<file path="config.mk">
export PLATFORM = sky130hd
export DESIGN_NAME = rcw_reset_controller
export DESIGN_NICKNAME = d
export VERILOG_FILES = /design/src/verilog/rcw_pkg.sv /design/src/verilog/rcw_reset_controller.sv
export SDC_FILE = /design/constraint.sdc
export NUM_CORES = 1
export LEC_CHECK = 0
export BUFFER_PORTS_ARGS = -buffer_cell sky130_fd_sc_hd__clkbuf_2
export CORE_ASPECT_RATIO = 0.75
export CORE_MARGIN = 3
export CORE_UTILIZATION = 45
export CTS_BUF_LIST = sky130_fd_sc_hd__clkbuf_4 sky130_fd_sc_hd__clkbuf_8
export DETAILED_ROUTE_END_ITERATION = 10
export PLACE_DENSITY = 0.79
export SLEW_MARGIN = 20
export SYNTH_ARGS = -nofsm -noshare
export SYNTH_HDL_FRONTEND = slang
export SYNTH_SLANG_ARGS = --single-unit
export TNS_END_PERCENT = 100
</file>
<file path="constraint.sdc">
create_clock -name clk -period 2.1 [get_ports clk]
set_clock_uncertainty 0.1 [all_clocks]
set_input_delay 0 -clock clk [delete_from_list [all_inputs] [get_ports clk]]
set_output_delay 0 -clock clk [all_outputs]
set_load 0.005 [all_outputs]
</file>
<file path="src/verilog/rcw_pkg.sv">
// Constants, types and register map of the reset controller with watchdog.
// Assumes a 20 MHz clock, APB register access and a separate basic timer.
//
// Overview of operation
// RULE1: Supply and enable rising together give one start from zero, by power-on reset.
// RULE2: Enable rising during power-on forced halt still gives a single power-on start.
// RULE3: Enable rising after program start restarts from zero at next carry pulse.
// RULE4: After clock stop release, threshold switches to 3.5 V half a carry later.
// RULE5: Wake from clock stop by interrupt or port input finishes as enable reset.
// RULE6: Reset pin low holds reset, stops oscillator, halts and initialises state.
// RULE7: Reset pin high restarts oscillator, 100 ms carry, start on pulse 50 ms later.
// RULE8: Watchdog interval elapsing uncleared issues reset and restart from zero.
// RULE9: Watchdog counter holds still in clock stop or halt.
// RULE10: Watchdog or stack reset spares stack enable, clear, carry and carry counter.
// RULE11: Watchdog or stack reset sets cause flag at 16H bit 0, read clears it.
// RULE12: Interval select bits take one write after power-on or pin reset only.
// RULE13: Interval code 00 off, 01 65536, 11 131072, 10 prohibited.
// RULE14: Interval select defaults to 131072 instructions after supply application.
// RULE15: Software clears watchdog within one interval less one instruction.
// RULE16: Writing 1 to watchdog clear bit resets the watchdog counter.
// RULE17: Enabled interrupt or address stack overflow or underflow causes reset.
// RULE18: Stack reset enable register holds two enables and takes one write.
// RULE19: Enable reset takes effect at first carry pulse after enable goes high.
// RULE20: Interval select and stack enables survive watchdog, enable resets, clock stop.
`default_nettype none
package rcw_pkg;
  localparam logic [11:0] ADDR_WD_SEL    = 12'h008;
  localparam logic [11:0] ADDR_WD_CLEAR  = 12'h00C;
  localparam logic [11:0] ADDR_CAUSE     = 12'h058;
  localparam logic [11:0] ADDR_STACK_EN  = 12'h05C;
  localparam logic [11:0] ADDR_STATUS    = 12'h060;
  localparam int          INDEX_WD_SEL   = 2;
  localparam int          INDEX_CAUSE    = 22;
  localparam logic [1:0]  WD_SEL_OFF     = 2'h0;
  localparam logic [1:0]  WD_SEL_SHORT   = 2'h1;
  localparam logic [1:0]  WD_SEL_BAD     = 2'h2;
  localparam logic [1:0]  WD_SEL_LONG    = 2'h3;
  localparam logic [1:0]  WD_SEL_RESET   = 2'h3;
  localparam logic [1:0]  STACK_EN_RESET = 2'h3;
  localparam logic [17:0] WD_SHORT_COUNT = 18'h10000;
  localparam logic [17:0] WD_LONG_COUNT  = 18'h20000;
  localparam int          BIT_CLEAR      = 0;
  localparam int          BIT_ADDR_EN    = 1;
  localparam int          BIT_INT_EN     = 0;
  localparam int          ST_POR_HALT    = 0;
  localparam int          ST_RUN         = 1;
  localparam int          ST_STOP        = 2;
  localparam int          ST_CE_WAIT     = 3;
  localparam int          ST_HIGH_THR    = 4;

  typedef enum logic [4:0]
  {
    RCW_HALT_POR = 5'b00001,
    RCW_RUN      = 5'b00010,
    RCW_STOPPED  = 5'b00100,
    RCW_CE_WAIT  = 5'b01000,
    RCW_PIN_HOLD = 5'b10000
  } rcw_mode_type;

  typedef struct packed
  {
    logic        psel;
    logic        penable;
    logic        pwrite;
    logic [11:0] paddr;
    logic [31:0] pwdata;
  } rcw_apb_req_type;

  typedef struct packed
  {
    logic        pready;
    logic        pslverr;
    logic [31:0] prdata;
  } rcw_apb_rsp_type;

  typedef struct packed
  {
    rcw_mode_type mode;
    logic [1:0]   wd_sel;
    logic         wd_sel_written;
    logic [1:0]   stack_en;
    logic         stack_en_written;
    logic [17:0]  wd_count;
    logic         cause_flag;
    logic         high_threshold;
    logic         half_pending;
    logic         ce_seen;
    logic         cpu_reset;
    logic         start_pulse;
    logic         osc_enable;
    logic         carry_init;
    logic         poc_sensed;
    logic [31:0]  rdata;
  } rcw_state_type;

  function automatic logic [17:0] rcw_limit(input logic [1:0] sel);
    case (sel)
      WD_SEL_SHORT: rcw_limit = WD_SHORT_COUNT;
      WD_SEL_LONG:  rcw_limit = WD_LONG_COUNT;
      default:      rcw_limit = 18'h00000;
    endcase
  endfunction
endpackage
`default_nettype wire

</file>
<file path="src/verilog/rcw_reset_controller.sv">
// Reset controller with watchdog and stack fault reset, APB slave.
// Assumes the basic timer supplies a one-cycle carry pulse and an instruction strobe
// comes from the core; analogue supply comparison is done outside.
`default_nettype none
module rcw_reset_controller
  import rcw_pkg::*;
(
  input  wire logic        clk,
  input  wire logic        rst_b,
  input  wire logic        supply_low,
  input  wire logic        ce_pin,
  input  wire logic        reset_pin_b,
  input  wire logic        carry_pulse,
  input  wire logic        half_carry_pulse,
  input  wire logic        instr_done,
  input  wire logic        halt_active,
  input  wire logic        stop_request,
  input  wire logic        ext_int_wake,
  input  wire logic        port_wake_input,
  input  wire logic        int_stack_fault,
  input  wire logic        addr_stack_fault,
  input  wire logic        psel,
  input  wire logic        penable,
  input  wire logic        pwrite,
  input  wire logic [11:0] paddr,
  input  wire logic [31:0] pwdata,
  output logic             pready,
  output logic             pslverr,
  output logic [31:0]      prdata,
  output logic             cpu_reset,
  output logic             start_from_zero,
  output logic             osc_enable,
  output logic             carry_init_100ms,
  output logic             high_threshold
);

  //////////////////////////////////////////////////////////////////////////////
  rcw_state_type s_q;
  rcw_state_type s_d;
  logic          wr;
  logic          rd;
  logic          mapped;
  logic          ce_rise;
  logic          ce_q;
  logic          wd_fire;
  logic          sp_fire;
  logic          hard_reset;

  assign wr     = psel && penable && pwrite;
  assign rd     = psel && penable && !pwrite;
  assign mapped = (paddr == ADDR_WD_SEL) || (paddr == ADDR_WD_CLEAR) ||
                  (paddr == ADDR_CAUSE) || (paddr == ADDR_STACK_EN) ||
                  (paddr == ADDR_STATUS);
  assign hard_reset = supply_low || !reset_pin_b;

  always_ff @(posedge clk or negedge rst_b)
  begin
    if (!rst_b)
      ce_q <= 1'b0;
    else
      ce_q <= ce_pin;
  end
  assign ce_rise = ce_pin && !ce_q;

  //////////////////////////////////////////////////////////////////////////////
  always_comb
  begin
    s_d             = s_q;
    s_d.start_pulse = 1'b0;
    s_d.carry_init  = 1'b0;
    wd_fire = (rcw_limit(s_q.wd_sel) != 18'h00000) &&
              (s_q.wd_count >= rcw_limit(s_q.wd_sel) - 18'h00001) &&
              instr_done && (s_q.mode == RCW_RUN) && !halt_active; // RULE8
    sp_fire = (s_q.mode == RCW_RUN) &&
              ((int_stack_fault && s_q.stack_en[BIT_INT_EN]) ||
               (addr_stack_fault && s_q.stack_en[BIT_ADDR_EN])); // RULE17

    // Watchdog count; frozen outside running code
    if ((s_q.mode == RCW_RUN) && !halt_active && instr_done) // RULE9
      s_d.wd_count = s_q.wd_count + 18'h00001;

    case (s_q.mode)
      RCW_PIN_HOLD:
      begin
        s_d.cpu_reset  = 1'b1; // RULE6
        s_d.osc_enable = 1'b0; // RULE6
        if (!hard_reset)
        begin
          s_d.osc_enable = 1'b1; // RULE7
          s_d.carry_init = 1'b1; // RULE7
          s_d.mode       = RCW_HALT_POR;
        end
      end
      RCW_HALT_POR:
      begin
        // Enable rising here is absorbed; one start only
        s_d.ce_seen = 1'b0; // RULE1 RULE2
        if (carry_pulse)
        begin
          s_d.cpu_reset   = 1'b0; // RULE7
          s_d.start_pulse = 1'b1; // RULE1
          s_d.wd_count    = 18'h00000;
          s_d.mode        = RCW_RUN;
        end
      end
      RCW_RUN:
      begin
        if (ce_rise)
          s_d.ce_seen = 1'b1; // RULE3
        if (stop_request)
        begin
          // Backup threshold from the first stopped cycle
          s_d.mode           = RCW_STOPPED;
          s_d.osc_enable     = 1'b0;
          s_d.high_threshold = 1'b0; // RULE4
        end
        else if ((s_q.ce_seen && carry_pulse) || wd_fire || sp_fire)
        begin
          s_d.start_pulse = 1'b1; // RULE3 RULE19 RULE8 RULE17
          s_d.ce_seen     = 1'b0;
          s_d.wd_count    = 18'h00000; // RULE10
        end
      end
      RCW_STOPPED:
      begin
        s_d.osc_enable     = 1'b0;
        s_d.high_threshold = 1'b0; // RULE4
        if (ce_rise || ext_int_wake || port_wake_input)
        begin
          s_d.osc_enable   = 1'b1;
          s_d.half_pending = 1'b1; // RULE4
          s_d.mode         = RCW_CE_WAIT; // RULE5
        end
      end
      RCW_CE_WAIT:
      begin
        // Carry counter is 1 here, so the half-period pulse releases the halt
        if (half_carry_pulse)
        begin
          s_d.high_threshold = 1'b1; // RULE4
          s_d.half_pending   = 1'b0;
          s_d.start_pulse    = 1'b1; // RULE5
          s_d.wd_count       = 18'h00000;
          s_d.mode           = RCW_RUN;
        end
      end
      default:
        s_d.mode = RCW_PIN_HOLD;
    endcase

    if (wd_fire || sp_fire)
      s_d.cause_flag = 1'b1; // RULE11

    // Register writes; write-once bits survive soft resets
    if (wr && (paddr == ADDR_WD_SEL) && !s_q.wd_sel_written)
    begin
      s_d.wd_sel         = pwdata[1:0]; // RULE12 RULE13
      s_d.wd_sel_written = 1'b1; // RULE12
    end
    if (wr && (paddr == ADDR_STACK_EN) && !s_q.stack_en_written)
    begin
      s_d.stack_en         = pwdata[1:0]; // RULE18
      s_d.stack_en_written = 1'b1; // RULE18
    end
    if (wr && (paddr == ADDR_WD_CLEAR) && pwdata[BIT_CLEAR] && !wd_fire)
      s_d.wd_count = 18'h00000; // RULE16

    s_d.rdata = 32'h00000000;
    case (paddr)
      ADDR_WD_SEL:   s_d.rdata = {30'h0, s_q.wd_sel};
      ADDR_CAUSE:    s_d.rdata = {31'h0, s_q.cause_flag};
      ADDR_STACK_EN: s_d.rdata = {30'h0, s_q.stack_en};
      ADDR_STATUS:   s_d.rdata = {27'h0, s_q.mode};
      default:       s_d.rdata = 32'h00000000;
    endcase
    // Read clears, but a new fault in the same cycle wins
    if (rd && (paddr == ADDR_CAUSE) && !(wd_fire || sp_fire))
      s_d.cause_flag = 1'b0; // RULE11

    // Supply fault or pin reset: init state, select and enables reload on supply fault only, write-once locks reopen
    if (hard_reset)
    begin
      s_d.mode             = RCW_PIN_HOLD; // RULE6
      s_d.cpu_reset        = 1'b1;
      // No start or timer load may slip out as the pin falls
      s_d.start_pulse      = 1'b0;
      s_d.carry_init       = 1'b0;
      s_d.osc_enable       = 1'b0;
      s_d.wd_count         = 18'h00000;
      s_d.wd_sel_written   = 1'b0;
      s_d.stack_en_written = 1'b0;
      s_d.cause_flag       = 1'b0;
      s_d.ce_seen          = 1'b0;
      s_d.high_threshold   = 1'b1;
      if (supply_low)
      begin
        s_d.wd_sel   = WD_SEL_RESET; // RULE14
        s_d.stack_en = STACK_EN_RESET;
      end
    end
    if (supply_low && s_q.high_threshold && (s_q.mode == RCW_CE_WAIT))
      s_d.mode = RCW_PIN_HOLD; // RULE4
  end

  //////////////////////////////////////////////////////////////////////////////
  always_ff @(posedge clk or negedge rst_b)
  begin
    if (!rst_b)
    begin
      s_q                  <= '0;
      s_q.mode             <= RCW_PIN_HOLD;
      s_q.wd_sel           <= WD_SEL_RESET; // RULE14
      s_q.stack_en         <= STACK_EN_RESET;
      s_q.cpu_reset        <= 1'b1;
      s_q.high_threshold   <= 1'b1;
    end
    else
      s_q <= s_d; // RULE20
  end

  assign pready           = 1'b1;
  assign pslverr          = psel && penable && !mapped;
  assign prdata           = (psel && penable && !pwrite) ? s_d.rdata : 32'h00000000;
  assign cpu_reset        = s_q.cpu_reset;
  assign start_from_zero  = s_q.start_pulse;
  assign osc_enable       = s_q.osc_enable;
  assign carry_init_100ms = s_q.carry_init;
  assign high_threshold   = s_q.high_threshold;

endmodule
`default_nettype wire

</file>
# Word-level counts from Yosys, hierarchy flattened
# Cells that the tools add are included.
# W data, S select, Z words.
# totals
register_bits	37
word_cells	134
# op_classes
addsub	2
magnitude_cmp	1
n_eq_ne	19
muxes	40
reduce_logical	58
# ops
operator	n
$mux W18	6
$pmux W18 S3	1
$eq A12 B7 Y1 const B	3
$pmux W18 S2	1
$mux W32	1
$mux W31	1
$mux W5	6
$logic_and A1 B1 Y1	26
$pmux W5 S5	1
$eq A12 B4 Y1 const B	2
$pmux W5 S4	1
$add A18 B1 Y18 const B	1
$ge A18 B18 Y1	1
$reduce_bool A18 Y1	1
$sub A18 B1 Y18 const B	1
$logic_or A1 B1 Y1	11
$mux W1	11
$logic_not A1 Y1	9
$ne A3 B3 Y1 const B	3
$pmux W1 S3	3
$reduce_bool A3 Y1	3
$mux W2	4
$ne A4 B3 Y1 const B	2
$ne A4 B4 Y1 const B	2
other kinds (14)	19

# Depth between registers and ports, before layout
# logic_depth
depth_word	16
mapped_depth	8
depth_no_buf	7

# Least setup slack after synthesis
# OpenSTA, ideal clock, no wires.
# synth_path
kind	register -> register
startpoint	register s_q[64] (netlist bit)
endpoint	register s_q[49] (netlist bit)
t_arrival_ns	1.973
required_ns	1.880
slack_ns	-0.092
path_stages_with_launch	9
path_cell_list	dfstp_2 nor2b_1 ha_1 nand4_1 o41ai_2 a31oi_1 o2111ai_4 buf_6 nor2_1
# synth_rtl
element	line_no	source
from (decl)	rcw_reset_controller.sv:38	rcw_state_type s_q;

==> results by group <==
Synth
  • Post-synth EDFFs: 0
  • Post-synth top cells: nor2_1, dfrtp_1, buf_4, nand2_1
  • Largest cells by area after synthesis: dfrtp_1, buf_4, dfstp_2, nor2_1, xnor2_1
  • Top-count cell post-synth: nor2_1
  • Syn Area/Cell: around 9.0 µm²
  • Synth cell types: a little over 50
  • Synthesized cell area: between 0.002 and 0.0025 mm²
  • Synth area leader: dfrtp_1
  • Yosys reg bits: 37
  • Seq/Total Area, Yosys: 0.3944
  • Ys flop type: dfrtp_1
  • Synth warn: 0
  • Syn Inst Count: between 200 and 300
  • Synth top area share: 0.3168
  • FFs w/ async S/R, synth: 1.000

Setup path
  • Worst r2r src: s_q[64]
  • R2R cell count: 9
  • Worst-path fanout max: 18
  • Setup CP Type: reg2reg
  • Worst setup SP type: register
  • WP data arrival: roughly 2.3 ns
  • CP required: 2.19 ns
  • Setup crit end: s_q[49]
  • CP startpoint: s_q[64]
  • RR Endpoint: s_q[49]
  • CP endpoint kind: register
  • R2R Setup Slk: -0.12 ns

Drt
  • Metal-1 WL: between 2000 and 3000 µm
  • Pre-Repair DR Iteration Count: 4
  • Routed vias/inst: 5.149
  • Metal2 WL: 2616 µm
  • Per-cell routed wire length: around 14 µm
  • Top layer used by detailed routing: met4
  • Routed met3 length: between 500 and 600 µm
  • Initial DRC Count: approximately 150
  • Post-DRT Antenna Nets: 0
  • Vias: 2080
  • Final WL: around 5900 µm
  • DR DRC count: 0

Pwr
  • Seq pwr share: 0.470
  • Final Power: about 1.5 mW
  • Sw Ratio: 0.2387
  • Combinational power share: 0.107
  • Pwr/cell area: 524.8 mW/mm²
  • Clk network pwr share: 0.424
  • Static Leak: between 1 and 1.5 nW
  • Internal: 1.174 mW
  • Sw Pwr: ~370 µW
  • Maximum VDD drop: roughly 0.33 mV

Layout
  • Layout cells sized above 1: 0.2560
  • Final #Nets: between 300 and 400
  • Synthesis-to-layout area growth: 24.02%
  • Post-route cell area: a little under 0.003 mm²
  • N_diodes: 0
  • Final non-filler cell total: ~400
  • Core Util, Final: 0.5899
  • Layout fillers: approximately 420

STA
  • Min cycle time layout: approximately 2.2 ns
  • Hold Vio Cnt, Final: 0
  • Fin crit share: 1.058
  • Slew headroom: 0.3876
  • Hold WS: 0.01473 ns
  • Post-route setup TNS: -2.101 ns
  • Setup violators final: 19
  • Fmax achieved: roughly 450 MHz
  • Slew @ Worst Pin: just over 0.9 ns
  • Final worst-path setup slack: -0.1221 ns
  • RSZ-0062 raised after global routing: true
  • Slew Limit Fails: 0

Placement
  • Pre-CTS setup slack: -0.1810 ns
  • Routability cong.: 0.8811
  • Dpl cells: between 300 and 400
  • I/O Buffers: 41
  • Placed Area: roughly 0.0026 mm²
  • Detailed placement HPWL: roughly 4300 µm

Clocking
  • CTS tree: built
  • Worst-Skew Late Latency: 0.30 ns
  • CTS Root Cell: clkbuf_8
  • CTS H-tree depth: 2
  • CTS buffer count: 5
  • Sink Count: 37
  • Clk buf depth: 2
  • Reg clk slew, reported paths: approximately 0.07 ns

Floorplanning
  • # rows: 22
  • Starting density of the core: 0.4756
  • Core area: 0.004982 mm²
  • Die X: 89.80 µm
  • # IOs: 100
  • Die area: 0.006182 mm²
  • Die Ht: ~69 µm

Global route
  • Remaining Overflow, GRT: 0
  • Global-route wire length before repair: between 9000 and 10000 µm
  • Tot GR Track Use: 0.1986
  • Largest net degree at the start of global routing: 38
  • Vias in the first global route: about 2000
  • Initial antenna violation count: 0

Hold path
  • HP Class: in2reg

Status
  • Failing checks: setup timing
  • Status: finished, violations left

Flow run
  • Max-cap viol count: 0
## cell type report
cell class	count	area [µm²]	area share
Tap cell	72	90.09	0.03065
Clock buffer	6	82.58	0.02810
Sequential cell	37	934.6	0.3180
Multi-Input combinational cell	212	1309	0.4453
Clock inverter	2	37.54	0.01277
Inverter	5	18.77	0.006386
Timing Repair Buffer	70	466.7	0.1588
## routing by layer
metal	global-route usage	vias to the layer above
met5	0	-
met4	0.07075	0
met3	0.06182	12
met2	0.3305	107
met1	0.2500	952
li1	-	1009
## power by group through the flow
stage	Clock, mW	Combinational [mW]	Sequential, mW
after floorplan	0	0.103	0.737
after global placement	0	0.140	0.737
after detailed placement	0	0.143	0.738
after CTS	0.660	0.161	0.724
after global routing	0.707	0.183	0.725
final	0.653	0.165	0.725
## state kept, by name, indices dropped and copies added (netlist names)
name / cells
osc_enable: 1
start_from_zero: 1
s_q: 31
cpu_reset: 1
ce_q: 1
carry_init_100ms: 1
high_threshold: 1
## worst max-delay path, stage by stage (launching register included)
cell and delay (ns):
dfstp_2 0.54, nor2b_2 0.04, ha_1 0.29, nand4_1 0.14, o41ai_4 0.26, buf_4 0.18
a31oi_4 0.10, o2111ai_4 0.22, buf_12 0.18, nor2_1 0.06
## what timing repair did
item,in CTS,in global routing
cloned,0,0
hold buffers,11,0
pin swaps,2,2
endpoints found under the setup margin,20,21
endpoints found under the hold margin,40,0
resized for setup,5,5
setup buffers,2,1
## cells by family (layout without fill, tap and decap cells)
kind of cell | after synthesis | count (layout) | synth area share
buf+inv | 40 | 83 | 0.1119
flops | 37 | 37 | 0.3944
compound gates | 33 | 33 | 0.1104
other cells | 2 | 28 | 0.003169
simple gates | 127 | 127 | 0.2841
mux | 3 | 3 | 0.01373
xor+xnor | 18 | 18 | 0.06653
fa+ha+maj | 3 | 3 | 0.01584
## cell usage in the layout, fill, tap and decap left out, drive strengths merged, types with 3 or more instances in the layout
cell,n
a21oi,6
xnor2,11
conb,28
nand2,14
inv,5
nor3,7
or3,4
xor2,7
and2,5
nand4,9
dlygate4sd3,11
dfrtp,30
nand2b,3
nor4,4
nor2,40
nor3b,5
nor4b,3
ha,3
o21ai,4
clkbuf,47
nor2b,8
a211o,4
nand3,11
dfstp,7
buf,18
and4,3
and3,3
## how the worst min path moves through the flow
stage               startpoint                to  slack, ns  cells after the start
2_1_floorplan            rst_b  carry_init_100ms      -0.40                      0
3_3_place_gp            ce_pin              ce_q       0.02                      1
3_5_place_dp            ce_pin              ce_q       0.03                      1
4_1_cts        port_wake_input           s_q[67]      0.003                      4
5_1_grt           ext_int_wake           s_q[67]       0.02                      4
6_report          ext_int_wake           s_q[67]       0.01                      4
No activity file was read; power rests on OpenSTA's default activity.
